--- config.mk ---
export PLATFORM = sky130hd
export DESIGN_NAME = bfsg_top
export DESIGN_NICKNAME = d
export VERILOG_FILES = /design/src/core/bfsg_pkg.sv /design/src/core/bfsg_dead_timer.sv /design/src/core/bfsg_sync2.sv /design/src/core/bfsg_top.sv
export SDC_FILE = /design/constraint.sdc
export NUM_CORES = 1
export LEC_CHECK = 0
export ABC_AREA = 1
export BUFFER_PORTS_ARGS = -buffer_cell sky130_fd_sc_hd__buf_4
export CAP_MARGIN = 30
export CORE_UTILIZATION = 50
export CTS_CLUSTER_SIZE = 20
export DETAILED_ROUTE_END_ITERATION = 12
export PLACE_DENSITY = 0.72
export RECOVER_POWER = 50
export SLEW_MARGIN = 20
export SYNTH_ARGS = -nofsm -noshare
export SYNTH_HDL_FRONTEND = slang
export SYNTH_HIERARCHICAL = 1
export SYNTH_SLANG_ARGS = --single-unit
--- constraint.sdc ---
create_clock -name i_clk -period 2.69 [get_ports i_clk]
set_input_delay 0.269 -clock i_clk [delete_from_list [all_inputs] [get_ports i_clk]]
set_output_delay 0.269 -clock i_clk [all_outputs]
set_load 0.05 [all_outputs]
--- src/core/bfsg_pkg.sv ---
package bfsg_pkg;
    // frame layout
    localparam int FRAME_BITS = 16;
    localparam int LONG_FRAME_BITS = 32;
    localparam int ADDR_HI = 15;
    localparam int ADDR_LO = 12;
    localparam int STORE_BIT = 11;
    localparam int PARITY_BIT = 0;

    // register addresses carried in bits 15..12
    localparam logic [3:0] ADDR_GATE_UV = 4'hC;
    localparam logic [3:0] ADDR_DRAIN_REG = 4'hD;
    localparam logic [3:0] ADDR_SUP_BOOT = 4'hE;
    localparam logic [3:0] ADDR_CONTROL = 4'hF;

    // gate_undervoltage_flags / drain_and_regulator_flags bit positions
    localparam int PH_LO = 1;
    localparam int PH_HI = 4;
    localparam int REG_UNDER_BIT = 9;
    localparam int REG_OVER_BIT = 10;

    // supply_boot_current_flags bit positions
    localparam int OPEN_LOAD_BIT = 1;
    localparam int A_OC_BIT = 2;
    localparam int B_OC_BIT = 3;
    localparam int A_BOOT_BIT = 6;
    localparam int B_BOOT_BIT = 7;
    localparam int SUP_UNDER_BIT = 9;
    localparam int SUP_OVER_BIT = 10;

    // bridge_control bit positions and reset value
    localparam int A_LOW_CMD_BIT = 1;
    localparam int A_HIGH_CMD_BIT = 2;
    localparam int B_LOW_CMD_BIT = 3;
    localparam int B_HIGH_CMD_BIT = 4;
    localparam int HALT_EN_BIT = 7;
    localparam int BOOT_DIS_BIT = 8;
    localparam logic [15:0] CONTROL_RST = 16'h0080;
    localparam logic [15:0] CONTROL_WMASK = 16'h019E;

    // fault_summary bit positions
    localparam int ST_DRAIN_OV = 1;
    localparam int ST_GATE_UV = 2;
    localparam int ST_BOOT_UV = 3;
    localparam int ST_LOAD = 4;
    localparam int ST_REG = 6;
    localparam int ST_WDOG = 7;
    localparam int ST_LOGIC_OV = 8;
    localparam int ST_SUPPLY = 9;
    localparam int ST_HEAT_WARN = 10;
    localparam int ST_THERMAL = 11;
    localparam int ST_FRAME = 13;
    localparam int ST_POWERUP = 14;
    localparam int ST_DIAG_SUM = 15;

    // timing
    localparam int CLK_PERIOD_NS = 100;
    localparam int DEAD_TIME_NS = 500;
    localparam int DEAD_CYCLES = (DEAD_TIME_NS + CLK_PERIOD_NS - 1) / CLK_PERIOD_NS;
    localparam int DEAD_CNT_W = 4;
endpackage

--- src/core/bfsg_dead_timer.sv ---
// one phase: never both gates on, and a gap after each turn-off
module bfsg_dead_timer
    import bfsg_pkg::*;
(
    // clock and reset
    input wire logic i_clk,
    input wire logic i_rst,
    // requested drive
    input wire logic i_req_high,
    input wire logic i_req_low,
    // gate drive
    output logic o_high,
    output logic o_low
);
    logic [1:0] target;
    logic [DEAD_CNT_W-1:0] cnt_q;

    // conflicting requests turn both off rather than shoot through
    assign target = (i_req_high && i_req_low) ? 2'h0 : {i_req_high, i_req_low};

    // off first, wait the dead time, then turn the new side on
    always_ff @(posedge i_clk) begin
        if (i_rst) begin
            o_high <= 1'b0;
            o_low <= 1'b0;
            cnt_q <= '0;
        end else if ({o_high, o_low} != target) begin
            if (o_high || o_low) begin
                o_high <= 1'b0;
                o_low <= 1'b0;
                cnt_q <= DEAD_CNT_W'(DEAD_CYCLES);
            end else if (cnt_q != '0) begin
                cnt_q <= cnt_q - 1'b1;
            end else begin
                o_high <= target[1];
                o_low <= target[0];
            end
        end else if (cnt_q != '0) begin
            cnt_q <= cnt_q - 1'b1; // idle gap still runs out
        end
    end
endmodule

--- src/core/bfsg_sync2.sv ---
// two-stage synchroniser for a vector of asynchronous levels
module bfsg_sync2 #(
    parameter int W = 1,
    parameter logic [W-1:0] RST_VAL = '0
) (
    // clock and reset
    input wire logic i_clk,
    input wire logic i_rst,
    // levels
    input wire logic [W-1:0] i_d,
    output logic [W-1:0] o_q
);
    logic [W-1:0] meta_q;

    // first stage feeds only the second stage
    always_ff @(posedge i_clk) begin
        if (i_rst) begin
            meta_q <= RST_VAL;
            o_q <= RST_VAL;
        end else begin
            meta_q <= i_d;
            o_q <= meta_q;
        end
    end
endmodule

--- src/core/bfsg_top.sv ---
// Functional notes
// - every serial frame holds an odd number of ones; bit 0 completes it.
// - word C bits 4..1 latch gate-source undervoltage per switch; read-only.
// - word D holds regulator over/under at 10/9 and drain overvoltage at 4..1.
// - word E holds supply, bootstrap, overcurrent and open-load fault flags.
// - control bits 4..1 drive B high, B low, A high, A low; reset zero.
// - control bit 8 disables the bootstrap manager; reset zero.
// - control bit 7 resets to one and stops the bridge on a fault.
// - status bits 15 and 14 and check bit 0 read one after reset, all others zero.
// - status holds frame, thermal, heat, supply, logic, watchdog and summary flags.
// - supply, regulator, load and bootstrap summaries follow their diagnostic bits.
// - gate and drain summaries follow their four flags; the rest stand alone.
// - each of the four bridge switches has its own control.
// - phase A high input is active high, low input active low.
// - each phase delays turn-on after its partner turns off.
// - phase B high input is active low, opposite to phase A.
module bfsg_top
    import bfsg_pkg::*;
(
    // clock and reset
    input wire logic i_clk,
    input wire logic i_rst,
    // serial port pins
    input wire logic i_sck,
    input wire logic i_sdi,
    input wire logic i_sel_n,
    output logic o_sdo,
    output logic o_sdo_oe,
    // direct bridge control pins
    input wire logic i_a_high_input,
    input wire logic i_a_low_input_n,
    input wire logic i_b_high_input_n,
    input wire logic i_b_low_input,
    // fault monitors: [3]=b high, [2]=b low, [1]=a high, [0]=a low
    input wire logic [3:0] i_gate_uv,
    input wire logic [3:0] i_drain_ov,
    input wire logic i_reg_over,
    input wire logic i_reg_under,
    input wire logic i_supply_over,
    input wire logic i_supply_under,
    input wire logic i_a_boot_under,
    input wire logic i_b_boot_under,
    input wire logic i_a_overcurrent,
    input wire logic i_b_overcurrent,
    input wire logic i_open_load,
    input wire logic i_thermal_shutdown,
    input wire logic i_heat_warning,
    input wire logic i_logic_over,
    input wire logic i_watchdog_expiry,
    // gate drives and bootstrap manager
    output logic o_a_high_gate,
    output logic o_a_low_gate,
    output logic o_b_high_gate,
    output logic o_b_low_gate,
    output logic o_boot_manager_en
);
    // synchronised pins and serial edge detection
    logic sck_s, sdi_s, sel_n_s;
    logic [3:0] pins_s;
    logic [20:0] mon_s;
    logic sck_prev_q, sel_prev_q;
    logic sck_rise, sck_fall, frame_start, frame_end, active;
    // receive and transmit shifters
    logic [5:0] bit_cnt_q;
    logic [15:0] rx_q, rx_word_q;
    logic rx_par_q;
    logic [31:0] tx_q;
    logic [3:0] read_sel_q;
    logic frame_ok, frame_wr, frame_long;
    // register words and their live sources
    logic [15:0] gate_uv_q, drain_reg_q, sup_boot_q, control_q;
    logic [15:0] gate_uv_live, drain_reg_live, sup_boot_live;
    logic [15:0] status_word, read_word;
    logic frame_fault_q, powerup_q;
    logic [3:0] clr_sel;
    // bridge requests after the stop-on-fail gate
    logic [10:0] halt_faults;
    logic halt, a_hi_req, a_lo_req, b_hi_req, b_lo_req;

    // every pin and monitor level crosses in through two flops
    bfsg_sync2 #(.W(3), .RST_VAL(3'h1)) u_spi_sync (
        .i_clk(i_clk),
        .i_rst(i_rst),
        .i_d({i_sck, i_sdi, i_sel_n}),
        .o_q({sck_s, sdi_s, sel_n_s})
    );
    // pin copies reset to their idle levels so nothing switches at release
    bfsg_sync2 #(.W(4), .RST_VAL(4'h6)) u_pin_sync (
        .i_clk(i_clk),
        .i_rst(i_rst),
        .i_d({i_a_high_input, i_a_low_input_n, i_b_high_input_n, i_b_low_input}),
        .o_q(pins_s)
    );
    // monitor order: gate uv, drain ov, regulator, supply, boot, current, status-only
    bfsg_sync2 #(.W(21), .RST_VAL(21'h0)) u_mon_sync (
        .i_clk(i_clk),
        .i_rst(i_rst),
        .i_d({i_gate_uv, i_drain_ov, i_reg_over, i_reg_under, i_supply_over,
              i_supply_under, i_a_boot_under, i_b_boot_under, i_a_overcurrent,
              i_b_overcurrent, i_open_load, i_thermal_shutdown, i_heat_warning,
              i_logic_over, i_watchdog_expiry}),
        .o_q(mon_s)
    );

    // live fault words laid out as their registers
    always_comb begin
        gate_uv_live = 16'h0000;
        drain_reg_live = 16'h0000;
        sup_boot_live = 16'h0000;
        gate_uv_live[PH_HI:PH_LO] = mon_s[20:17];
        drain_reg_live[PH_HI:PH_LO] = mon_s[16:13];
        drain_reg_live[REG_OVER_BIT] = mon_s[12];
        drain_reg_live[REG_UNDER_BIT] = mon_s[11];
        sup_boot_live[SUP_OVER_BIT] = mon_s[10];
        sup_boot_live[SUP_UNDER_BIT] = mon_s[9];
        sup_boot_live[A_BOOT_BIT] = mon_s[8];
        sup_boot_live[B_BOOT_BIT] = mon_s[7];
        sup_boot_live[A_OC_BIT] = mon_s[6];
        sup_boot_live[B_OC_BIT] = mon_s[5];
        sup_boot_live[OPEN_LOAD_BIT] = mon_s[4];
    end

    // serial pin edges, seen only through the synchronised copies
    always_ff @(posedge i_clk) begin
        if (i_rst) begin
            sck_prev_q <= 1'b0;
            sel_prev_q <= 1'b1;
        end else begin
            sck_prev_q <= sck_s;
            sel_prev_q <= sel_n_s;
        end
    end

    // edges count only inside a frame; a frame ends when select is seen high again
    assign active = ~sel_prev_q && ~sel_n_s;
    assign sck_rise = active && sck_s && ~sck_prev_q;
    assign sck_fall = active && ~sck_s && sck_prev_q;
    assign frame_start = sel_prev_q && ~sel_n_s;
    assign frame_end = ~sel_prev_q && sel_n_s;
    assign frame_long = (bit_cnt_q == 6'(LONG_FRAME_BITS));
    assign frame_ok = ((bit_cnt_q == 6'(FRAME_BITS)) || frame_long) && rx_par_q;
    assign frame_wr = rx_word_q[STORE_BIT];

    // receive: sample on rising clock edges, keep the first sixteen bits
    always_ff @(posedge i_clk) begin
        if (i_rst) begin
            rx_q <= 16'h0000;
            rx_word_q <= 16'h0000;
            rx_par_q <= 1'b0;
            bit_cnt_q <= 6'h00;
        end else if (frame_start) begin
            rx_q <= 16'h0000;
            rx_word_q <= 16'h0000;
            rx_par_q <= 1'b0;
            bit_cnt_q <= 6'h00;
        end else if (sck_rise) begin
            // every bit of a long frame counts for parity, not only the command
            rx_par_q <= rx_par_q ^ sdi_s;
            rx_q <= {rx_q[14:0], sdi_s};
            if (bit_cnt_q == 6'(FRAME_BITS - 1)) begin
                rx_word_q <= {rx_q[14:0], sdi_s};
            end
            if (bit_cnt_q != 6'h3F) begin
                bit_cnt_q <= bit_cnt_q + 6'h01; // saturates so odd lengths stay bad
            end
        end
    end

    // summary flags follow the latched diagnostic bits
    always_comb begin
        status_word = 16'h0000;
        status_word[ST_DRAIN_OV] = |drain_reg_q[PH_HI:PH_LO];
        status_word[ST_GATE_UV] = |gate_uv_q[PH_HI:PH_LO];
        status_word[ST_BOOT_UV] = sup_boot_q[A_BOOT_BIT] | sup_boot_q[B_BOOT_BIT];
        status_word[ST_LOAD] = sup_boot_q[A_OC_BIT] | sup_boot_q[B_OC_BIT]
                               | sup_boot_q[OPEN_LOAD_BIT];
        status_word[ST_REG] = drain_reg_q[REG_OVER_BIT] | drain_reg_q[REG_UNDER_BIT];
        status_word[ST_SUPPLY] = sup_boot_q[SUP_OVER_BIT] | sup_boot_q[SUP_UNDER_BIT];
        // status-only flags come straight from their synchronised monitors
        status_word[ST_WDOG] = mon_s[0];
        status_word[ST_LOGIC_OV] = mon_s[1];
        status_word[ST_HEAT_WARN] = mon_s[2];
        status_word[ST_THERMAL] = mon_s[3];
        status_word[ST_FRAME] = frame_fault_q;
        status_word[ST_POWERUP] = powerup_q;
        status_word[ST_DIAG_SUM] = |status_word[ST_POWERUP:ST_DRAIN_OV];
        status_word[PARITY_BIT] = ~^status_word[15:1];
    end

    // readback of the word addressed by the previous good frame
    always_comb begin
        case (read_sel_q)
            ADDR_GATE_UV: read_word = gate_uv_q;
            ADDR_DRAIN_REG: read_word = drain_reg_q;
            ADDR_SUP_BOOT: read_word = sup_boot_q;
            default: read_word = control_q;
        endcase
        // even count here, so status plus this word stays odd as a whole
        read_word[PARITY_BIT] = ^read_word[15:1];
    end

    // transmit: status first on every frame, then the addressed word
    always_ff @(posedge i_clk) begin
        if (i_rst) begin
            tx_q <= 32'h0000_0000;
            o_sdo <= 1'b0;
            o_sdo_oe <= 1'b0;
        end else begin
            // follows the synchronised select, so it lags the pin by a few clocks
            o_sdo_oe <= ~sel_n_s;
            if (frame_start) begin
                tx_q <= {status_word, read_word};
                o_sdo <= status_word[15];
            end else if (sck_fall) begin
                tx_q <= {tx_q[30:0], 1'b0};
                o_sdo <= tx_q[30];
            end
        end
    end

    // a long frame empties the word it read out; a live fault still wins
    assign clr_sel = (frame_end && frame_ok && frame_long) ? read_sel_q : 4'h0;

    // sticky diagnostic words: a present fault always wins over a readback clear
    always_ff @(posedge i_clk) begin
        if (i_rst) begin
            gate_uv_q <= 16'h0000;
            drain_reg_q <= 16'h0000;
            sup_boot_q <= 16'h0000;
        end else begin
            gate_uv_q <= (clr_sel == ADDR_GATE_UV ? 16'h0000 : gate_uv_q)
                         | gate_uv_live;
            drain_reg_q <= (clr_sel == ADDR_DRAIN_REG ? 16'h0000 : drain_reg_q)
                           | drain_reg_live;
            sup_boot_q <= (clr_sel == ADDR_SUP_BOOT ? 16'h0000 : sup_boot_q)
                          | sup_boot_live;
        end
    end

    // frame bookkeeping; writes to diagnostic words are simply dropped
    always_ff @(posedge i_clk) begin
        if (i_rst) begin
            control_q <= CONTROL_RST;
            read_sel_q <= ADDR_CONTROL;
            frame_fault_q <= 1'b0;
            powerup_q <= 1'b1;
        end else if (frame_end) begin
            // only a good frame moves the readback pointer or touches control
            if (frame_ok) begin
                frame_fault_q <= 1'b0;
                powerup_q <= 1'b0;
                read_sel_q <= rx_word_q[ADDR_HI:ADDR_LO];
                if (frame_wr && rx_word_q[ADDR_HI:ADDR_LO] == ADDR_CONTROL) begin
                    control_q <= rx_word_q & CONTROL_WMASK;
                end
            end else begin
                frame_fault_q <= 1'b1;
            end
        end
    end

    // stop on fail ignores the warning-only and frame flags; a cleared fault
    // in word C, D or E still stops the bridge until its sticky word has been read out
    always_comb begin
        halt_faults = status_word[ST_THERMAL:ST_DRAIN_OV];
        halt_faults[ST_HEAT_WARN - ST_DRAIN_OV] = 1'b0; // a warning only reports
    end
    assign halt = control_q[HALT_EN_BIT] && (|halt_faults);

    // pin sense: A high and B low active high, A low and B high active low
    assign a_hi_req = ~halt && (pins_s[3] || control_q[A_HIGH_CMD_BIT]);
    assign a_lo_req = ~halt && (~pins_s[2] || control_q[A_LOW_CMD_BIT]);
    assign b_hi_req = ~halt && (~pins_s[1] || control_q[B_HIGH_CMD_BIT]);
    assign b_lo_req = ~halt && (pins_s[0] || control_q[B_LOW_CMD_BIT]);

    // one dead timer per phase
    bfsg_dead_timer u_phase_a (
        .i_clk(i_clk),
        .i_rst(i_rst),
        .i_req_high(a_hi_req),
        .i_req_low(a_lo_req),
        .o_high(o_a_high_gate),
        .o_low(o_a_low_gate)
    );
    bfsg_dead_timer u_phase_b (
        .i_clk(i_clk),
        .i_rst(i_rst),
        .i_req_high(b_hi_req),
        .i_req_low(b_lo_req),
        .o_high(o_b_high_gate),
        .o_low(o_b_low_gate)
    );

    // bootstrap manager runs unless software disables it
    always_ff @(posedge i_clk) begin
        if (i_rst) begin
            o_boot_manager_en <= 1'b1;
        end else begin
            o_boot_manager_en <= ~control_q[BOOT_DIS_BIT];
        end
    end
endmodule

==> results.cfg <==
[synthesis]
ys_seq_elements = 166
yosysMostFrequentCell = dfxtp_1
async_reset_ff_share_pct = 0
synthFlopType = dfxtp_1
synth_cell_types = 43
synth.area.top_cells = dfxtp_1, nand2_1, inv_1, nor2_1, a21oi_1
syn_inst = 876
synth_commonest_cells = dfxtp_1, nand2_1, inv_1
synth_nets = 913
synth-edff-count = 0
syn-cell-area_mm2 = 0.00664
ys_warn_count = 6
yosysTopAreaCellShare_pct = 50.0
ys_seq_area_share_pct = 50.0
syn_area_per_cell_um2 = 7.58
synth_top_cell_by_area = dfxtp_1

[power_and_ir_drop]
power_density_mw_per_mm2 = 726
clkPwrFrac_pct = 41.2
power_leakage_nw = 3.31
ir_worst_vdd_v = 0.000488
p_int_mw = 4.09
pwr-share-comb_pct = 10.3
p_seq_share_pct = 48.5
sw_frac_of_total_pct = 25.1
p_switching_mw = 1.37

[floorplanning]
fp.dieW_um = 117
die_area_mm2 = 0.0137
die_h_um = 117
core_area_mm2 = 0.0128
io_pins = 37
rows = 41
start_util_pct = 52.0

[clock_network]
cts_resized = 0
cts_root_buffer = clkbuf_16
clock_latency_ps = 420
cts_setup_buffers = 0
cts-hold-fix-buffers = 0
clk_pin_slew_ps = 60
cts_tree = done
cts.sinks = 166
cts_buffer_depth = 2
htree_levels = 4
cts_buffers = 17

[route]
wl_met1_um = 6330
top_layer = met4
wl_met2_um = 5600
drc = 0
drt_iter0_drc = 239
antenna_left = 0
met3WireLength_um = 494
first_pass_iters = 5
drt-total-wl_um = 12600
vias = 5288
viasPerCell = 4.83
wire_per_inst_um = 11.5

[timing]
fmax_mhz = 445
tns_ps = 0
rsz0062_at_grt = false
timing.max_slew.rel_slack_pct = 14.2
setup_slack_ps = 441
skew_ps = 8.94
period_needed_ps = 2250
setup_viol = 0
tightest_slew_ps = 1290
post-route-period-util_pct = 83.6
final_hold_viol_count = 0
report.final.slew_viol_count = 0

[finish]
final_nets = 947
insertedDiodeCount = 0
layout-drive-gt1-share_pct = 10.2
syn_to_final_growth_pct = 13.2
num-fill-cells = 1192

[grt]
first_global_vias = 4765
grt_max_degree = 58
track_usage_pct = 20.5
antenna_found_initial = 0
grt_pass1_wl_um = 21800
overflow = 0

[critical_path]
reg2regPathDepth = 7
start_kind = flip-flop
path_class = reg2reg
cpMostUsedCell = inv_1
worstPathRequired_ps = 3060
cpMaxStageDelayCell = clkbuf_1
slowest_delay_ps = 850
timing.rr.start = sel_prev_q
end_kind = flip-flop
crit_fanout = 28
cp_cell_sequence = nor2_1 -> nand3_1 -> inv_1 -> clkbuf_1 -> nand2_1 -> a31o_2 -> inv_1
worst_ep_arrival_time_ps = 2620
r2r_slack_ps = 440
r2r_end = tx_q[6]

[place]
place_hpwl_um = 8810
place_congestion = 0.860
pre_cts_ws_ps = 569
numPortBuffers = 36

[status]
outcome = finished, final reports clean

[hold_path]
min_path_type = in2reg
hold_end = u_pin_sync/meta_q[2]
hp-start = i_a_low_input_n
holdPathStages = 3

[job]
cap_violations = 0
[per-stage QoR]
step | cells | utilization, % | hold slack [ps] | total power, mW | cell area (um^2)
final | 1095 | 58.8 | 27.9 | 5.46 | 7510
after global placement | 1063 | 54.8 | 387 | 3.25 | 7000
after floorplan | 876 | - | 338 | 3.14 | 6640
after CTS | 1095 | 59.2 | 12.5 | 5.50 | 7560
after global routing | 1095 | 58.8 | 22.7 | 5.71 | 7510
after detailed placement | 1063 | 54.8 | 393 | 3.27 | 7000
[layout by cell type (no fill, tap or decap), types with 2 or more instances in the layout]
cell,n
inv_2,6
buf_4,33
o211ai_1,9
clkbuf_16,17
a221oi_1,3
clkinv_4,3
xnor2_1,2
nand4_1,7
nand3_2,4
inv_6,2
nand3_1,48
nor2_4,5
xor2_1,6
a21oi_2,2
inv_1,141
nor2_1,130
dfxtp_1,166
clkbuf_1,13
o21ai_0,33
o21bai_1,3
a21oi_1,67
nand2_1,159
nand3b_1,3
clkinvlp_4,3
nor2_2,3
o21ai_1,3
nor3_1,9
o221ai_1,2
ha_1,7
a31oi_1,12
nand2_2,7
clkbuf_8,4
[critical path: cells and delay by family, from the launching register on]
kind / cells / cell delay [ps]
AOI/OAI and AO/OA: 1 / 290
buffers and inverters: 3 / 1040
DFF: 1 / 340
and+or+nand+nor: 3 / 540
[sequential cells by signal, indices dropped and copies added (netlist names), 3 cells and up]
signal	count
bit_cnt_q	6
control_q	6
drain_reg_q	6
gate_uv_q	4
read_sel_q	4
rx_q	15
rx_word_q	11
sup_boot_q	7
tx_q	31
u_mon_sync/meta_q	21
u_mon_sync/o_q	21
u_phase_a/cnt_q	4
u_phase_b/cnt_q	4
u_pin_sync/meta_q	4
u_pin_sync/o_q	4
u_spi_sync/meta_q	3
u_spi_sync/o_q	3
[routing by layer]
metal	vias up	global-route usage (%)
met5	-	0
met4	0	7.00
met3	13	5.10
met2	98	32.1
met1	2355	27.7
li1	2822	-
[cell type report]
type                            instances  area, um^2  share of cell area, %
Inverter                              147         552                   7.34
Clock inverter                          8        66.3                  0.882
Tap cell                              172         215                   2.86
Sequential cell                       166        3320                   44.2
Multi-Input combinational cell        534        2580                   34.3
Timing Repair Buffer                   44         290                   3.86
Clock buffer                           24         492                   6.54
[power by group through the flow]
stage	Combinational, mW	Sequential [mW]	Clock [mW]
finish	0.561	2.65	2.25
global route	0.657	2.66	2.39
CTS	0.567	2.65	2.29
detailed placement	0.564	2.70	0
global placement	0.552	2.70	0
floorplan	0.449	2.69	0
[worst max path at each step]
stage | end | from | depth (start not counted) | slack (ps)
floorplan | tx_q[16] | sup_boot_q[2] | 10 | 940
global placement | u_phase_b/cnt_q[0] | sup_boot_q[3] | 10 | 650
detailed placement | u_phase_b/cnt_q[2] | sup_boot_q[3] | 10 | 570
CTS | u_phase_b/cnt_q[1] | sup_boot_q[3] | 10 | 570
global route | tx_q[16] | sel_prev_q | 8 | 240
finish | tx_q[6] | sel_prev_q | 7 | 440
[kinds of logic (layout without fill, tap and decap cells)]
logic type               count (synthesis)  in the layout  share of synthesized area, %
XOR/XNOR                                 8              8                          1.06
adder cells (fa/ha/maj)                  7              7                          1.32
flip-flops                             166            166                          50.0
buffers and inverters                  176            223                          11.1
AND/OR/NAND/NOR                        379            379                          24.6
AO/OA/AOI/OAI                          140            140                          11.9
No activity file was read; power rests on OpenSTA's default activity.
